$ cat src/logic/timer8_pkg.sv
// Shared constants and types of the 8-bit timer status and data block
package timer8_pkg;

   localparam int unsigned DATA_W = 32;
   localparam int unsigned ADDR_W = 12;

   // Register indices; byte address is four times the index
   localparam logic [6:0] IDX_CTL_B = 7'h3C;
   localparam logic [6:0] IDX_CTL_A = 7'h3D;
   localparam logic [6:0] IDX_FLAGS = 7'h3E;
   localparam logic [6:0] IDX_CAP_ONE = 7'h3F;
   localparam logic [6:0] IDX_CMP_ONE = 7'h40;
   localparam logic [6:0] IDX_CNT = 7'h41;
   localparam logic [6:0] IDX_CNT_ALT = 7'h42;
   localparam logic [6:0] IDX_CAP_TWO = 7'h43;
   localparam logic [6:0] IDX_CMP_TWO = 7'h44;
   localparam logic [6:0] IDX_IRQ_STS = 7'h45;
   localparam logic [6:0] IDX_IRQ_MSK = 7'h46;

   // timer_control_a fields
   localparam int unsigned CA_CAP_IE = 7;
   localparam int unsigned CA_CMP_IE = 6;
   localparam int unsigned CA_OVF_IE = 5;
   localparam int unsigned CA_FORCE_TWO = 4;
   localparam int unsigned CA_FORCE_ONE = 3;
   localparam int unsigned CA_LEVEL_TWO = 2;
   localparam int unsigned CA_EDGE_ONE = 1;
   localparam int unsigned CA_LEVEL_ONE = 0;

   // timer_control_b fields
   localparam int unsigned CB_PIN_EN_ONE = 7;
   localparam int unsigned CB_PIN_EN_TWO = 6;
   localparam int unsigned CB_ONE_PULSE = 5;
   localparam int unsigned CB_PWM = 4;
   localparam int unsigned CB_CLK_HI = 3;
   localparam int unsigned CB_CLK_LO = 2;
   localparam int unsigned CB_EDGE_TWO = 1;
   localparam int unsigned CB_RSVD = 0;

   // Flag vector index; also the flag's bit minus 3 in the flags register
   localparam int unsigned FL_CAP_ONE = 4;
   localparam int unsigned FL_CMP_ONE = 3;
   localparam int unsigned FL_OVF = 2;
   localparam int unsigned FL_CAP_TWO = 1;
   localparam int unsigned FL_CMP_TWO = 0;
   localparam int unsigned FLAG_HI = 7;
   localparam int unsigned FLAG_LO = 3;
   localparam int unsigned DISABLE_BIT = 2;

   localparam logic [7:0] CTL_RESET = 8'h00;
   localparam logic [7:0] CMP_RESET = 8'h00;
   localparam logic [7:0] CNT_RESET = 8'hFC;
   localparam logic [7:0] CNT_MAX = 8'hFF;
   localparam logic [4:0] FLAGS_RESET = 5'h00;

   // Prescaler terminal counts (divide minus one)
   localparam logic [12:0] DIV2_LAST = 13'h0001;
   localparam logic [12:0] DIV4_LAST = 13'h0003;
   localparam logic [12:0] DIV8_LAST = 13'h0007;

   typedef enum logic [1:0] {
      CLK_DIV4 = 2'b00,
      CLK_DIV2 = 2'b01,
      CLK_DIV8 = 2'b10,
      CLK_SLOW = 2'b11
   } clk_sel_t;

endpackage : timer8_pkg

$ cat src/logic/timer8_cap_if.sv
// Capture edge selects and capture events between core and capture unit
`timescale 1ns/1ps
interface timer8_cap_if;
   logic [1:0] edge_sel;
   logic [1:0] cap_evt;
   modport core (output edge_sel, input cap_evt);
   modport cap (input edge_sel, output cap_evt);
endinterface : timer8_cap_if

$ cat src/logic/timer8_capture.sv
// Capture pin synchronisers and edge detectors
`timescale 1ns/1ps
module timer8_capture (
   input wire logic clk, // System clock
   input wire logic nrst, // Async reset, active low
   input wire logic pin_one, // Capture pin one
   input wire logic pin_two, // Capture pin two
   timer8_cap_if.cap bus // Edge selects in, events out
);
   import timer8_pkg::*;

   logic [1:0] pins;
   logic [1:0] primed_r;

   assign pins = {pin_two, pin_one};

   // Gates edges off for the first two cycles, while the synchroniser still holds its reset value
   always_ff @(posedge clk or negedge nrst) begin
      if (!nrst) begin
         primed_r <= 2'h0;
      end else begin
         primed_r <= {primed_r[0], 1'b1};
      end
   end

   genvar g;
   generate
      for (g = 0; g < 2; g++) begin : g_cap
         logic meta_r;
         logic sync_r;
         logic hist_r;
         logic evt_r;
         logic rise;
         logic fall;
         assign rise = sync_r & ~hist_r;
         assign fall = ~sync_r & hist_r;
         always_ff @(posedge clk or negedge nrst) begin
            if (!nrst) begin
               meta_r <= 1'b0;
               sync_r <= 1'b0;
               hist_r <= 1'b0;
               evt_r <= 1'b0;
            end else begin
               meta_r <= pins[g];
               sync_r <= meta_r;
               hist_r <= sync_r;
               evt_r <= primed_r[1] & (bus.edge_sel[g] ? rise : fall);
            end
         end
         assign bus.cap_evt[g] = evt_r;
      end
   endgenerate

endmodule : timer8_capture

$ cat src/logic/timer8_status_data_regs.sv
// 8-bit free-running timer: flags, data registers, counter, APB slave
//
// Overview of operation
// - Edge select two: 0 falling, 1 rising
// - Flags register resets zero; only bit 2 writable
// - Capture flag one: capture or PWM period
// - Compare flag one on compare one match
// - Overflow flag on wrap, cleared via counter access
// - Alternate counter reads counter, never clears overflow
// - Capture flag two on capture two event
// - Compare flag two on compare two match
// - Disable bit freezes timer, disables output pins
// - Registers stay accessible while timer disabled
// - Capture loads counter; no reset value
// - Compare registers writable, reset zero, compared continuously
// - Counters reset to FCh; write resets counter
// - Interrupt from flags gated by their enables
//
// Local design decision: register access over APB.
`timescale 1ns/1ps
module timer8_status_data_regs #(
   parameter int unsigned SLOW_DIV = 8000 // Slow clock divide, in clk cycles
) (
   input wire logic clk, // 200 MHz system clock
   input wire logic nrst, // Async reset, active low
   input wire logic psel, // APB select
   input wire logic penable, // APB enable
   input wire logic pwrite, // APB direction, high writes
   input wire logic [timer8_pkg::ADDR_W-1:0] paddr, // APB byte address
   input wire logic [timer8_pkg::DATA_W-1:0] pwdata, // APB write data
   output logic [timer8_pkg::DATA_W-1:0] prdata, // APB read data
   output logic pready, // APB ready
   output logic pslverr, // APB error, unmapped address
   input wire logic capture_input_one, // Capture pin one
   input wire logic capture_input_two, // Capture pin two
   output logic compare_output_one, // Compare pin one level
   output logic compare_output_one_en, // Compare pin one enable
   output logic compare_output_two, // Compare pin two level
   output logic compare_output_two_en, // Compare pin two enable
   output logic irq // Timer interrupt, level
);
   import timer8_pkg::*;

   function automatic logic reg_hit(input logic [ADDR_W-1:0] a, input logic [6:0] idx);
      reg_hit = (a == {3'h0, idx, 2'h0});
   endfunction : reg_hit

   localparam logic [12:0] SLOW_LAST = 13'(SLOW_DIV - 1);

   // Register state
   logic [7:0] ctl_a_r;
   logic [7:0] ctl_b_r;
   logic timer_disable_bit_r;
   logic [4:0] flag_r;
   logic [4:0] arm_r;
   logic [7:0] cap_one_r;
   logic [7:0] cap_two_r;
   logic [7:0] cmp_one_r;
   logic [7:0] cmp_two_r;
   logic [7:0] cnt_r;
   logic [12:0] presc_r;
   logic [4:0] sts_r;
   logic [4:0] msk_r;
   logic ocmp_one_r;
   logic ocmp_two_r;
   logic [DATA_W-1:0] prdata_r;

   // Next values
   logic [7:0] cnt_nxt;
   logic [12:0] presc_nxt;
   logic [4:0] flag_nxt;
   logic [4:0] arm_nxt;
   logic [4:0] sts_nxt;
   logic ocmp_one_nxt;
   logic ocmp_two_nxt;

   // Bus decode
   logic setup;
   logic acc;
   logic wr;
   logic rd;
   logic sel_ctl_b;
   logic sel_ctl_a;
   logic sel_flags;
   logic sel_cap_one;
   logic sel_cmp_one;
   logic sel_cnt;
   logic sel_cnt_alt;
   logic sel_cap_two;
   logic sel_cmp_two;
   logic sel_sts;
   logic sel_msk;
   logic hit_any;
   logic [7:0] rd_mux;
   logic [7:0] flags_val;

   // Timer datapath
   logic pwm_mode;
   logic opm_mode;
   logic normal_mode;
   clk_sel_t clk_sel;
   logic [12:0] div_last;
   logic tick;
   logic [7:0] cnt_inc;
   logic cnt_wr;
   logic cap_one_ev;
   logic cap_two_ev;
   logic opm_trig;
   logic pwm_wrap;
   logic match_one;
   logic match_two;
   logic ovf_ev;
   logic force_one;
   logic force_two;
   logic [4:0] set_v;
   logic [4:0] clr_v;
   logic [4:0] sts_w1c;
   logic flags_rd;
   logic irq_flags;
   logic irq_own;

   timer8_cap_if cap_bus();

   timer8_capture u_capture (
      .clk(clk),
      .nrst(nrst),
      .pin_one(capture_input_one),
      .pin_two(capture_input_two),
      .bus(cap_bus.cap)
   );

   assign cap_bus.edge_sel = {ctl_b_r[CB_EDGE_TWO], ctl_a_r[CA_EDGE_ONE]};
   assign cap_one_ev = cap_bus.cap_evt[0];
   assign cap_two_ev = cap_bus.cap_evt[1];

   // APB decode; zero wait states
   assign setup = psel & ~penable;
   assign acc = psel & penable;
   assign wr = acc & pwrite;
   assign rd = acc & ~pwrite;
   assign sel_ctl_b = reg_hit(paddr, IDX_CTL_B);
   assign sel_ctl_a = reg_hit(paddr, IDX_CTL_A);
   assign sel_flags = reg_hit(paddr, IDX_FLAGS);
   assign sel_cap_one = reg_hit(paddr, IDX_CAP_ONE);
   assign sel_cmp_one = reg_hit(paddr, IDX_CMP_ONE);
   assign sel_cnt = reg_hit(paddr, IDX_CNT);
   assign sel_cnt_alt = reg_hit(paddr, IDX_CNT_ALT);
   assign sel_cap_two = reg_hit(paddr, IDX_CAP_TWO);
   assign sel_cmp_two = reg_hit(paddr, IDX_CMP_TWO);
   assign sel_sts = reg_hit(paddr, IDX_IRQ_STS);
   assign sel_msk = reg_hit(paddr, IDX_IRQ_MSK);
   assign hit_any = sel_ctl_b | sel_ctl_a | sel_flags | sel_cap_one | sel_cmp_one | sel_cnt
                  | sel_cnt_alt | sel_cap_two | sel_cmp_two | sel_sts | sel_msk;
   assign pready = 1'b1;
   assign pslverr = acc & ~hit_any;
   assign prdata = prdata_r;

   // Reserved bits 1:0 always read zero
   assign flags_val = {flag_r, timer_disable_bit_r, 2'h0};

   assign rd_mux = sel_ctl_b ? ctl_b_r :
                   sel_ctl_a ? ctl_a_r :
                   sel_flags ? flags_val :
                   sel_cap_one ? cap_one_r :
                   sel_cmp_one ? cmp_one_r :
                   (sel_cnt | sel_cnt_alt) ? cnt_r :
                   sel_cap_two ? cap_two_r :
                   sel_cmp_two ? cmp_two_r :
                   sel_sts ? {3'h0, sts_r} :
                   sel_msk ? {3'h0, msk_r} :
                   8'h00;

   // Modes; PWM takes priority over one-pulse
   assign pwm_mode = ctl_b_r[CB_PWM];
   assign opm_mode = ctl_b_r[CB_ONE_PULSE] & ~pwm_mode;
   assign normal_mode = ~pwm_mode & ~opm_mode;
   assign clk_sel = clk_sel_t'(ctl_b_r[CB_CLK_HI:CB_CLK_LO]);

   assign div_last = (clk_sel == CLK_DIV2) ? DIV2_LAST :
                     (clk_sel == CLK_DIV4) ? DIV4_LAST :
                     (clk_sel == CLK_DIV8) ? DIV8_LAST :
                     SLOW_LAST;

   // >= so a smaller divide chosen mid-count still wraps at once
   assign tick = ~timer_disable_bit_r & (presc_r >= div_last);
   assign cnt_inc = cnt_r + 8'h01;
   assign cnt_wr = wr & (sel_cnt | sel_cnt_alt);
   assign opm_trig = opm_mode & cap_one_ev & ~timer_disable_bit_r;
   assign pwm_wrap = pwm_mode & tick & (cnt_r == cmp_two_r);

   assign cnt_nxt = cnt_wr ? CNT_RESET :
                    opm_trig ? CNT_RESET :
                    pwm_wrap ? CNT_RESET :
                    tick ? cnt_inc :
                    cnt_r;

   assign presc_nxt = (cnt_wr | opm_trig | tick) ? 13'h0000 :
                      timer_disable_bit_r ? presc_r :
                      presc_r + 13'h0001;

   // Compare runs on the value the counter takes at this tick
   assign match_one = tick & ~pwm_wrap & (cnt_inc == cmp_one_r);
   assign match_two = tick & ~pwm_wrap & (cnt_inc == cmp_two_r);
   assign ovf_ev = tick & ~pwm_wrap & (cnt_r == CNT_MAX);

   // Compare flags and pin capture on flag one only in normal mode; PWM period end also sets capture flag one
   assign set_v[FL_CAP_ONE] = (normal_mode & cap_one_ev) | pwm_wrap;
   assign set_v[FL_CMP_ONE] = normal_mode & match_one;
   assign set_v[FL_OVF] = ovf_ev;
   assign set_v[FL_CAP_TWO] = cap_two_ev;
   assign set_v[FL_CMP_TWO] = normal_mode & match_two;

   // Clear needs an earlier flags read that saw the flag set
   assign clr_v[FL_CAP_ONE] = arm_r[FL_CAP_ONE] & acc & sel_cap_one;
   assign clr_v[FL_CMP_ONE] = arm_r[FL_CMP_ONE] & acc & sel_cmp_one;
   assign clr_v[FL_OVF] = arm_r[FL_OVF] & acc & sel_cnt;
   assign clr_v[FL_CAP_TWO] = arm_r[FL_CAP_TWO] & acc & sel_cap_two;
   assign clr_v[FL_CMP_TWO] = arm_r[FL_CMP_TWO] & acc & sel_cmp_two;

   assign flags_rd = rd & sel_flags;
   // Set beats clear in the same cycle
   assign flag_nxt = (flag_r & ~clr_v) | set_v;
   // Arm only what software actually saw in the read data
   assign arm_nxt = flags_rd ? (prdata_r[FLAG_HI:FLAG_LO] & flag_r) : (arm_r & ~clr_v & flag_r);

   assign sts_w1c = (wr & sel_sts) ? pwdata[4:0] : 5'h00;
   assign sts_nxt = (sts_r & ~sts_w1c) | set_v;

   // Output compare pins; forcing only in plain compare mode
   assign force_one = normal_mode & ~timer_disable_bit_r & ctl_a_r[CA_FORCE_ONE];
   assign force_two = normal_mode & ~timer_disable_bit_r & ctl_a_r[CA_FORCE_TWO];

   assign ocmp_one_nxt = (~normal_mode & (pwm_wrap | opm_trig)) ? ctl_a_r[CA_LEVEL_TWO] :
                         (match_one | force_one) ? ctl_a_r[CA_LEVEL_ONE] :
                         ocmp_one_r;
   assign ocmp_two_nxt = (normal_mode & (match_two | force_two)) ? ctl_a_r[CA_LEVEL_TWO] :
                         ocmp_two_r;

   assign compare_output_one = ocmp_one_r;
   assign compare_output_two = ocmp_two_r;
   assign compare_output_one_en = ctl_b_r[CB_PIN_EN_ONE] & ~timer_disable_bit_r;
   assign compare_output_two_en = ctl_b_r[CB_PIN_EN_TWO] & ~timer_disable_bit_r;

   // Interrupt: enabled flags, plus own sticky status under mask
   assign irq_flags = (ctl_a_r[CA_CAP_IE] & (flag_r[FL_CAP_ONE] | flag_r[FL_CAP_TWO]))
                    | (ctl_a_r[CA_CMP_IE] & (flag_r[FL_CMP_ONE] | flag_r[FL_CMP_TWO]))
                    | (ctl_a_r[CA_OVF_IE] & flag_r[FL_OVF]);
   assign irq_own = |(sts_r & msk_r);
   assign irq = irq_flags | irq_own;

   always_ff @(posedge clk or negedge nrst) begin
      if (!nrst) begin
         ctl_a_r <= CTL_RESET;
      end else if (wr & sel_ctl_a) begin
         ctl_a_r <= pwdata[7:0];
      end
   end

   // Reserved bit is not stored
   always_ff @(posedge clk or negedge nrst) begin
      if (!nrst) begin
         ctl_b_r <= CTL_RESET;
      end else if (wr & sel_ctl_b) begin
         ctl_b_r <= {pwdata[7:1], 1'b0};
      end
   end

   always_ff @(posedge clk or negedge nrst) begin
      if (!nrst) begin
         timer_disable_bit_r <= 1'b0;
      end else if (wr & sel_flags) begin
         timer_disable_bit_r <= pwdata[DISABLE_BIT];
      end
   end

   always_ff @(posedge clk or negedge nrst) begin
      if (!nrst) begin
         flag_r <= FLAGS_RESET;
         arm_r <= FLAGS_RESET;
      end else begin
         flag_r <= flag_nxt;
         arm_r <= arm_nxt;
      end
   end

   // Capture registers carry no reset on purpose
   always_ff @(posedge clk) begin
      if (cap_one_ev) begin
         cap_one_r <= cnt_r;
      end
      if (cap_two_ev) begin
         cap_two_r <= cnt_r;
      end
   end

   always_ff @(posedge clk or negedge nrst) begin
      if (!nrst) begin
         cmp_one_r <= CMP_RESET;
         cmp_two_r <= CMP_RESET;
      end else begin
         if (wr & sel_cmp_one) begin
            cmp_one_r <= pwdata[7:0];
         end
         if (wr & sel_cmp_two) begin
            cmp_two_r <= pwdata[7:0];
         end
      end
   end

   always_ff @(posedge clk or negedge nrst) begin
      if (!nrst) begin
         cnt_r <= CNT_RESET;
         presc_r <= 13'h0000;
      end else begin
         cnt_r <= cnt_nxt;
         presc_r <= presc_nxt;
      end
   end

   always_ff @(posedge clk or negedge nrst) begin
      if (!nrst) begin
         sts_r <= FLAGS_RESET;
         msk_r <= FLAGS_RESET;
      end else begin
         sts_r <= sts_nxt;
         if (wr & sel_msk) begin
            msk_r <= pwdata[4:0];
         end
      end
   end

   always_ff @(posedge clk or negedge nrst) begin
      if (!nrst) begin
         ocmp_one_r <= 1'b0;
         ocmp_two_r <= 1'b0;
      end else begin
         ocmp_one_r <= ocmp_one_nxt;
         ocmp_two_r <= ocmp_two_nxt;
      end
   end

   // Read data taken in setup so it is stable through access
   always_ff @(posedge clk or negedge nrst) begin
      if (!nrst) begin
         prdata_r <= '0;
      end else if (setup & ~pwrite) begin
         prdata_r <= {24'h000000, rd_mux};
      end
   end

endmodule : timer8_status_data_regs

$ cat config.mk
export PLATFORM = sky130hd
export DESIGN_NAME = timer8_status_data_regs
export DESIGN_NICKNAME = d
export VERILOG_FILES = /design/src/logic/timer8_pkg.sv /design/src/logic/timer8_cap_if.sv /design/src/logic/timer8_capture.sv /design/src/logic/timer8_status_data_regs.sv
export SDC_FILE = /design/constraint.sdc
export NUM_CORES = 1
export LEC_CHECK = 0
export BUFFER_PORTS_ARGS = -buffer_cell sky130_fd_sc_hd__clkbuf_2
export CORE_MARGIN = 3
export CORE_UTILIZATION = 58
export DETAILED_ROUTE_END_ITERATION = 12
export GPL_ROUTABILITY_DRIVEN = 0
export PLACE_DENSITY = 0.83
export SLEW_MARGIN = 20
export SYNTH_ARGS = -nofsm -noshare
export SYNTH_HDL_FRONTEND = slang
export SYNTH_SLANG_ARGS = --single-unit
$ cat constraint.sdc
create_clock -name clk -period 2.55 [get_ports clk]
set_input_delay 0.1275 -clock clk [delete_from_list [all_inputs] [get_ports clk]]
set_output_delay 0.1275 -clock clk [all_outputs]
set_load 0.03 [all_outputs]
==> summary.md, run 1 <==
| Metric | Value |
|---|---|
| Worst Path Max Fanout | 9 |
| # Max-Cap Violations | 0 |
| Leakage | between 3 and 4 nW |
| Detail Placement HPWL | between 10 and 15 mm |
| Initial antenna violation count | 0 |
| Worst-Margin Slew | ~700 ps |
| Initial DRT Pass Iterations | 6 |
| Die area | 11,900 um^2 |
| Slew Limit Fails | 0 |
| CORE AREA | a little over 10,000 um^2 |
| Max Clock Skew | ~10 ps |
| FILL cells | a little under 800 |
| Worst-path clk slew | 110 ps |
| Die Y | ~110 um |
| Port Buffers | 40 |
| Global route overflow | 0 |
| Synth Register Bits | 109 |
| Top Ports | 90 |
| Power Dens Cells | a little over 700 nW/um^2 |
| Hold violation count in the final report | 0 |
| Worst ir drop on vdd | between 0.3 and 0.4 mV |
| Worst-skew pair later-pin latency | around 400 ps |
| Row count | 37 |
| Reg2Reg Depth | 7 |
| Synth Warn # | 0 |
| Most frequent cells in the layout | 87 x dfrtp_1, 58 x nand2_1, 49 x nor2_1, 40 x mux2_2, 39 x clkbuf_2 |
| Post-synth EDFFs | 16 |
| # DRC | 0 |
| Largest net degree at the start of global routing | between 50 and 60 |
| Vias | roughly 5,300 |
| Synth Flop Type | dfrtp_1 |
| FF-to-FF Start | cnt_r[3]$_DFFE_PN1P_ |
| Clock Sinks | 109 |
| Share of layout cells above drive strength 1 | 0.244 |
| Most common cell after layout, fill and taps aside | dfrtp_1 |
| Clock buffer count from CTS | 9 |
| CP Launch Type | register |
| First-pass GRT wire length | 26.3 mm |
| Area Overhead vs Synth | 11.4% |
| Post-route cell area | about 6900 um^2 |
| Die width | about 110 um |
| HP Start | pwdata[5] |
| Critical path required time | between 2000 and 3000 ps |
| Hold endpoint | cmp_two_r[5]$_DFFE_PN0P_ |
| CTS tree | done |
| N_diodes | 0 |
| Initial core utilization | 0.597 |
| DR vias/cell | between 6 and 7 |
| Syn_area_per_cell | slightly above 10 um^2 |
| Cell Area, Synth | between 6000 and 7000 um^2 |
| Fmax achieved | about 0.4 GHz |
| Ys async rst share | 0.853 |
| Sequential share of the synthesized area | 0.455 |
| Vias in the first global route | approximately 5,000 |
| H-tree depth | 3 |
| # nets final | 734 |
| Worst Hold Depth | 2 |
| Total negative slack | 0 ps |
| Worst slew margin | 0.541 |
| Routed wire length | about 17 mm |
| Tmin final | 2460 ps |
| Detailed router's first-iteration violation count | roughly 710 |
| Crit Reg-Reg Endpoint | compare_output_two$_DFFE_PN0P_ |
| Post-Synthesis Cells | 606 |
| Count of antenna-violating nets left after detailed routing | 0 |
| Overall global routing resource usage | 0.290 |
| WS Path Type | reg2reg |
| Max Buffers Root-to-Sink | 2 |
| Period utilization | 0.964 |
| Root Driver | clkbuf_8 |
| Placed cell areas | ~6600 um^2 |
| Flop-to-flop setup slack | 90 ps |
| Synth cell types | 75 |
| Final setup fails | 0 |
| Critical Path End Type | register |
| Avg WL per Cell | around 21 um |
| Hold WC Path Type | in2reg |
| Status | finished clean |
| Crit path DAT | between 2000 and 3000 ps |
[sequential cells by signal, indices dropped and copies added, names as in the netlist, 5 cells and up]
name       cells
cmp_one_r      8
cap_two_r      8
ctl_a_r        8
msk_r          5
prdata         8
cnt_r          8
ctl_b_r        7
sts_r          5
flag_r         5
cap_one_r      8
arm_r          5
presc_r       13
cmp_two_r      8
[critical path, cell delays in order (launching register included)]
cell	delay, ps
dfstp_2	650
xnor2_1	200
xnor2_1	90
or4_1	520
a21oi_1	200
o2111ai_2	230
nand2_1	120
mux2_1	320
[metal layers]
| layer | share of wire | GRT usage |
|---|---|---|
| met1 | 0.38 | 0.388 |
| met2 | 0.44 | 0.435 |
| met3 | 0.12 | 0.0869 |
| met4 | 0.059 | 0.133 |
| met5 | 0 | 0 |
[where the power goes]
part | switching, W | internal (W) | leakage (nW) | total, W
registers | 0.000198 | 0.00200 | 1.33 | 0.00220
logic | 0.00100 | 0.000639 | 1.59 | 0.00164
clock network | 0.000686 | 0.000401 | 0.105 | 0.00109
total | 0.00188 | 0.00304 | 3.03 | 0.00492
[Yosys cell counts, drive strengths merged (14+ instances only)]
cell,number,area share
dfrtp,87,0.35
nand2,63,0.040
nor2,53,0.038
mux2,41,0.075
buf,39,0.044
o21ai,27,0.022
nand3,24,0.021
a21oi,22,0.018
xnor2,18,0.025
edfxtp,16,0.078
xor2,16,0.023
o22ai,14,0.014
[stage by stage]
stage	instances	total power, W	hold slack, ps	utilization	worst slack [ps]
detailed placement	793	0.00379	168	0.639	41.2
CTS	812	0.00488	38.2	0.662	6.41
finish	812	0.00492	59.2	0.665	91.0
global route	812	0.00518	20.8	0.665	-10.3
floorplan	630	0.00328	-168	-	240
global placement	793	0.00372	151	0.639	103
[worst max-delay path by stage]
stage	startpoint	to	slack (ps)	cells past startpoint
after floorplan	ctl_b_r[2]$_DFFE_PN0P_	compare_output_one$_DFFE_PN0P_	240	9
after global placement	ctl_b_r[3]$_DFFE_PN0P_	compare_output_one$_DFFE_PN0P_	100	9
after detailed placement	ctl_b_r[3]$_DFFE_PN0P_	compare_output_one$_DFFE_PN0P_	40	9
after CTS	ctl_b_r[3]$_DFFE_PN0P_	compare_output_one$_DFFE_PN0P_	6	9
after global routing	ctl_b_r[3]$_DFFE_PN0P_	compare_output_one$_DFFE_PN0P_	-10	9
final	cnt_r[3]$_DFFE_PN1P_	compare_output_two$_DFFE_PN0P_	90	7
[kinds of logic after synthesis]
logic type                 synth area share
AOI/OAI and AO/OA                     0.150
xor gates and xnor gates             0.0481
adders and majority gates            0.0243
buffers and inverters                0.0576
DFF                                   0.455
muxes                                0.0794
other                               0.00121
and+or+nand+nor                       0.185
[what timing repair did]
action,in CTS,in global routing
gates resized for setup,0,6
setup endpoints to repair,0,19
hold buffers,3,0
setup buffers,0,0
hold endpoints to repair,38,0
[cell type report]
| type | instances | area, um^2 | share of cell area |
|---|---|---|---|
| Inverter | 13 | 48.8 | 0.00708 |
| Sequential cell | 109 | 2820 | 0.408 |
| Tap cell | 136 | 170 | 0.0247 |
| Timing Repair Buffer | 78 | 508 | 0.0737 |
| Clock buffer | 9 | 124 | 0.0180 |
| Clock inverter | 7 | 86.3 | 0.0125 |
| Multi-Input combinational cell | 460 | 3140 | 0.456 |
Note: power is estimated with default switching activity, not from simulation.
==> run 2, diff against run 1 <==
--- a/config.mk
+++ b/config.mk
@@ -5,7 +5,7 @@
 export SDC_FILE = /design/constraint.sdc
 export NUM_CORES = 1
 export LEC_CHECK = 0
-export BUFFER_PORTS_ARGS = -buffer_cell sky130_fd_sc_hd__clkbuf_2
+export BUFFER_PORTS_ARGS = -buffer_cell sky130_fd_sc_hd__buf_2
 export CORE_MARGIN = 3
 export CORE_UTILIZATION = 58
 export DETAILED_ROUTE_END_ITERATION = 12
==> summary.md, run 2 (synthesized netlist as in run 1, its figures left out) <==
| Metric | Value |
|---|---|
| Status | finished clean |
| FF-to-FF Start | cnt_r[0]$_DFFE_PN0P_ |
| Most frequent cells in the layout | 87 x dfrtp_1, 58 x nand2_1, 49 x nor2_1, 40 x mux2_2, 39 x buf_2 |
| First-pass GRT wire length | 26.6 mm (+1.1%) |
| Detail Placement HPWL | 12.6 mm (+0.92%) |
| Hold endpoint | ctl_a_r[5]$_DFFE_PN0P_ |
| Max Clock Skew | 20.4 ps (+10.1 ps) |
| Detailed router's first-iteration violation count | 856 (+21%) |
| Initial core utilization | 0.597 (unchanged) |
| Vias in the first global route | 5,039 (+2.2%) |
| WS Path Type | reg2reg |
| Largest net degree at the start of global routing | 49 (-5.8%) |
| CORE AREA | 10,400 um^2 (unchanged) |
| Critical Path End Type | register |
| Avg WL per Cell | 21.0 um (+0.89%) |
| Die Y | 109 um (unchanged) |
| Worst-skew pair later-pin latency | 400 ps (about the same) |
| Crit Reg-Reg Endpoint | compare_output_two$_DFFE_PN0P_ |
| Fmax achieved | 0.409 GHz (+0.55%) |
| HP Start | pwdata[5] |
| Area of the multi-input gates | 3130 um^2 (-0.52%) |
| # DRC | 0 (unchanged) |
| Dpl ws | 27.2 ps (-14.1 ps) |
| Die area | 11,900 um^2 (unchanged) |
| Share of layout cells above drive strength 1 | 0.244 (-0.000361) |
| Worst-path clk slew | 120 ps (about the same) |
| Leakage | 3.03 nW (about the same) |
| DR vias/cell | 6.51 (-0.67%) |
| Worst-Margin Slew | 688 ps (+0.786 ps) |
| Clock Sinks | 109 (unchanged) |
| Global route overflow | 0 (unchanged) |
| # Max-Cap Violations | 0 (unchanged) |
| Total negative slack | 0 ps (unchanged) |
| Count of antenna-violating nets left after detailed routing | 0 (unchanged) |
| Hold WC Path Type | in2reg |
| Reg2Reg Depth | 8 (+1) |
| CP Launch Type | register |
| Root Driver | clkbuf_8 |
| Initial antenna violation count | 0 (unchanged) |
| Register with the most flip-flops | presc_r |
| Overall global routing resource usage | 0.294 (+0.00454) |
| FILL cells | 770 (-1.7%) |
| Row count | 37 (unchanged) |
| N_diodes | 0 (unchanged) |
| Flop-to-flop setup slack | 100 ps (about the same) |
| Hold violation count in the final report | 0 (unchanged) |
| Worst Path Max Fanout | 9 (unchanged) |
| Top Ports | 90 (unchanged) |
| # nets final | 735 (+0.14%) |
| Critical path required time | 2850 ps (+20 ps) |
| Final setup fails | 0 (unchanged) |
| Flip-flop and latch area | 2820 um^2 (unchanged) |
| Clock buffer count from CTS | 9 (unchanged) |
| Worst ir drop on vdd | 0.361 mV (-9.0%) |
| Period utilization | 0.959 (-0.00526) |
| RSZ-0062 raised after global routing | no |
| CTS tree | done |
| Max Buffers Root-to-Sink | 2 (unchanged) |
| H-tree depth | 3 (unchanged) |
| Power Dens Cells | 722 nW/um^2 (+1.2%) |
| Crit path DAT | 2740 ps (about the same) |
| Routed wire length | 17.1 mm (+1.0%) |
| Area Overhead vs Synth | 11.3% (about the same) |
| Largest register FFs | 13 (unchanged) |
| Worst slew margin | 0.540 (about the same) |
| Vias | 5,293 (-0.54%) |
| Die width | 109 um (unchanged) |
| Port Buffers | 40 (unchanged) |
| Most common cell after layout, fill and taps aside | dfrtp_1 |
| Worst Hold Depth | 2 (unchanged) |
| Initial DRT Pass Iterations | 6 (unchanged) |
| Final worst slack | 104 ps (+13.4 ps) |
| Tmin final | 2450 ps (-13.4 ps) |
| Slew Limit Fails | 0 (unchanged) |
[run 2: area by class of cell]
| type | count | area share |
|---|---|---|
| inverter | 13 | 0.00708 |
| multi-input combinational | 460 | 0.454 |
| clock inverter | 7 | 0.0129 |
| timing repair buffer | 79 | 0.0748 |
| tap | 136 | 0.0247 |
| sequential | 109 | 0.409 |
| clock buffer | 9 | 0.0180 |
[run 2: metal layers]
metal	GRT usage	vias up	wire, um
met4	0.145	0	943
met1	0.385	2551	6650
met5	0	-	0
met3	0.0863	82	1790
li1	-	2323	-
met2	0.448	337	7670
[run 2: how the worst max path moves through the flow]
stage / start / to / slack (ps)
CTS: ctl_b_r[3]$_DFFE_PN0P_ / compare_output_one$_DFFE_PN0P_ / 5
floorplan: ctl_b_r[2]$_DFFE_PN0P_ / compare_output_one$_DFFE_PN0P_ / 240
global route: cnt_r[3]$_DFFE_PN1P_ / compare_output_one$_DFFE_PN0P_ / 10
detailed placement: ctl_b_r[3]$_DFFE_PN0P_ / compare_output_one$_DFFE_PN0P_ / 30
finish: cnt_r[0]$_DFFE_PN0P_ / compare_output_two$_DFFE_PN0P_ / 100
global placement: ctl_b_r[3]$_DFFE_PN0P_ / compare_output_one$_DFFE_PN0P_ / 110
[run 2: critical path, cell delays in order (launching register included)]
cell       delay [ps]
dfrtp_1           430
buf_4             180
and3_2            220
xnor2_1           130
or4_1             530
a21oi_1           190
o2111ai_2         210
nand2_1           130
mux2_1            330
[run 2: repair_timing]
item / 4_1_cts / 5_1_grt
setup buffers: 0 / 3
endpoints found under the hold margin: 41 / 0
hold buffers: 3 / 0
setup endpoints to repair: 0 / 16
resized for setup: 0 / 4
[run 2: where the power goes]
group	internal (W)	switching (W)	leakage (nW)	total (W)
Clock	0.000479	0.000664	0.109	0.00114
Sequential	0.00200	0.000160	1.33	0.00216
Combinational	0.000651	0.00103	1.59	0.00168
[run 2: stage by stage]
step                power, W  instances  utilization  hold slack [ps]  cell area, um^2
finish               0.00498        813        0.664             34.3             6890
global route         0.00522        813        0.664             34.1             6890
CTS                  0.00490        810        0.661             34.1             6850
detailed placement   0.00378        791        0.638              159             6610
global placement     0.00371        791        0.638              148             6610
floorplan            0.00328        630            -             -168             6280
==> run 3, diff against run 2 <==
--- a/config.mk
+++ b/config.mk
@@ -5,12 +5,14 @@
 export SDC_FILE = /design/constraint.sdc
 export NUM_CORES = 1
 export LEC_CHECK = 0
+export ABC_CLOCK_PERIOD_IN_PS = 2550
 export BUFFER_PORTS_ARGS = -buffer_cell sky130_fd_sc_hd__buf_2
 export CORE_MARGIN = 3
 export CORE_UTILIZATION = 58
 export DETAILED_ROUTE_END_ITERATION = 12
 export GPL_ROUTABILITY_DRIVEN = 0
 export PLACE_DENSITY = 0.83
+export REMOVE_ABC_BUFFERS = 1
 export SLEW_MARGIN = 20
 export SYNTH_ARGS = -nofsm -noshare
 export SYNTH_HDL_FRONTEND = slang
==> summary.md, run 3 (synthesized netlist as in run 1, its figures left out) <==
| Metric | Value |
|---|---|
| Status | finished clean |
| Slew Limit Fails | 0 (unchanged) |
| Share of layout cells above drive strength 1 | 0.246 (+0.00184) |
| Worst ir drop on vdd | 0.414 mV (+15%) |
| # DRC | 0 (unchanged) |
| RSZ-0062 raised after global routing | no |
| Largest register FFs | 13 (unchanged) |
| CTS tree | done |
| H-tree depth | 3 (unchanged) |
| Detail Placement HPWL | 12.5 mm (-1.3%) |
| Dpl ws | -55.2 ps (-82.3 ps) |
| Vias in the first global route | 5,034 (-0.099%) |
| WS Path Type | reg2reg |
| CP Launch Type | register |
| Power Dens Cells | 701 nW/um^2 (-3.0%) |
| Final setup fails | 0 (unchanged) |
| Global route overflow | 0 (unchanged) |
| First-pass GRT wire length | 25.9 mm (-2.4%) |
| Worst-skew pair later-pin latency | 380 ps (-20 ps) |
| Count of antenna-violating nets left after detailed routing | 0 (unchanged) |
| Top Ports | 90 (unchanged) |
| Most common cell after layout, fill and taps aside | dfrtp_1 |
| Detailed router's first-iteration violation count | 636 (-26%) |
| Die width | 109 um (unchanged) |
| Fmax achieved | 0.409 GHz (about the same) |
| Die area | 11,900 um^2 (unchanged) |
| N_diodes | 0 (unchanged) |
| Hold_ws | 56.3 ps (+22.0 ps) |
| Worst slew margin | 0.630 (+0.0895) |
| Total negative slack | 0 ps (unchanged) |
| Die Y | 109 um (unchanged) |
| Period utilization | 0.959 (about the same) |
| Register with the most flip-flops | presc_r |
| DR vias/cell | 6.57 (+0.84%) |
| Initial antenna violation count | 0 (unchanged) |
| # nets final | 734 (-0.14%) |
| Port Buffers | 40 (unchanged) |
| Final worst slack | 105 ps (+0.561 ps) |
| Critical path required time | 2820 ps (-30 ps) |
| Worst-path clk slew | 110 ps (about the same) |
| Max Buffers Root-to-Sink | 2 (unchanged) |
| Initial core utilization | 0.597 (unchanged) |
| Worst Path Max Fanout | 9 (unchanged) |
| Largest net degree at the start of global routing | 52 (+6.1%) |
| Leakage | 3.01 nW (-0.55%) |
| Routed wire length | 16.7 mm (-2.1%) |
| Tmin final | 2450 ps (-0.561 ps) |
| Hold violation count in the final report | 0 (unchanged) |
| Critical Path End Type | register |
| Crit path DAT | 2720 ps (-20 ps) |
| Worst-Margin Slew | 553 ps (-134 ps) |
| Clock buffer count from CTS | 9 (unchanged) |
| # Max-Cap Violations | 0 (unchanged) |
| Most frequent cells in the layout | 87 x dfrtp_1, 57 x nand2_1, 49 x nor2_1, 40 x mux2_2, 39 x buf_2 |
| Avg WL per Cell | 20.6 um (-2.0%) |
| Clock Sinks | 109 (unchanged) |
| Initial DRT Pass Iterations | 7 (+1) |
| Row count | 37 (unchanged) |
| Max Clock Skew | 8.13 ps (-12.3 ps) |
| Overall global routing resource usage | 0.286 (-0.00856) |
| Vias | 5,331 (+0.72%) |
| CORE AREA | 10,400 um^2 (unchanged) |
| Root Driver | clkbuf_8 |
| Hold WC Path Type | in2reg |
| FILL cells | 799 (+3.8%) |
| Area Overhead vs Synth | 10.8% |
-- run 3: routing by layer --
layer / up-vias / global-route usage / part of all wire
met5: - / 0 / 0
met1: 2574 / 0.372 / 0.39
met2: 372 / 0.444 / 0.45
met4: 0 / 0.132 / 0.048
li1: 2309 / - / -
met3: 76 / 0.0810 / 0.12
-- run 3: layout make-up --
class | instances | area [um^2] | share of cell area
timing repair buffer | 78 | 508 | 0.0741
clock buffer | 10 | 128 | 0.0186
multi-input combinational | 460 | 3130 | 0.457
inverter | 13 | 48.8 | 0.00712
tap | 136 | 170 | 0.0248
clock inverter | 6 | 53.8 | 0.00785
sequential | 109 | 2820 | 0.411
-- run 3: path summary, 6_finish.rpt --
check / startpoint / to / slack [ps] / depth (start not counted)
setup reg to reg: cnt_r[2]$_DFFE_PN1P_ / compare_output_two$_DFFE_PN0P_ / 100 / 7
min in group asynchronous: nrst / presc_r[8]$_DFFE_PN0P_ / 260 / 2
hold / removal: pwdata[5] / ctl_b_r[5]$_DFFE_PN0P_ / 60 / 2
setup / recovery: cnt_r[2]$_DFFE_PN1P_ / compare_output_two$_DFFE_PN0P_ / 100 / 7
max in group asynchronous: nrst / arm_r[2]$_DFF_PN0_ / 1620 / 3
hold reg to reg: u_capture.g_cap[1].meta_r$_DFF_PN0_ / u_capture.g_cap[1].sync_r$_DFF_PN0_ / 360 / 0
-- run 3: worst max-delay path, stage by stage (launching register included) --
cell       delay [ps]
dfstp_2           630
and3_2            260
xnor2_1            80
or4_1             520
a21oi_1           150
o2111ai_1         220
nand2_1           150
mux2_1            330
-- run 3: repair_timing --
action / in CTS / in global routing
hold buffers: 3 / 0
gates cloned: 0 / 0
pin swaps: 0 / 1
setup buffers: 0 / 0
gates resized for setup: 2 / 6
setup endpoints to repair: 1 / 15
hold endpoints to repair: 38 / 0
-- run 3: power breakdown --
group / total (W) / leakage [nW] / internal, W / switching [W]
sequential: 0.00222 / 1.33 / 0.00200 / 0.000221
combinational: 0.00157 / 1.59 / 0.000634 / 0.000939
clock: 0.00101 / 0.0947 / 0.000376 / 0.000636
-- run 3: per-stage QoR --
stage               total power (W)  utilization  instance area, um^2  instances
finish                      0.00481        0.661                 6860        812
global route                0.00506        0.661                 6860        812
CTS                         0.00475        0.659                 6840        812
detailed placement          0.00376        0.639                 6630        793
global placement            0.00370        0.639                 6630        793
floorplan                   0.00316            -                 5970        582
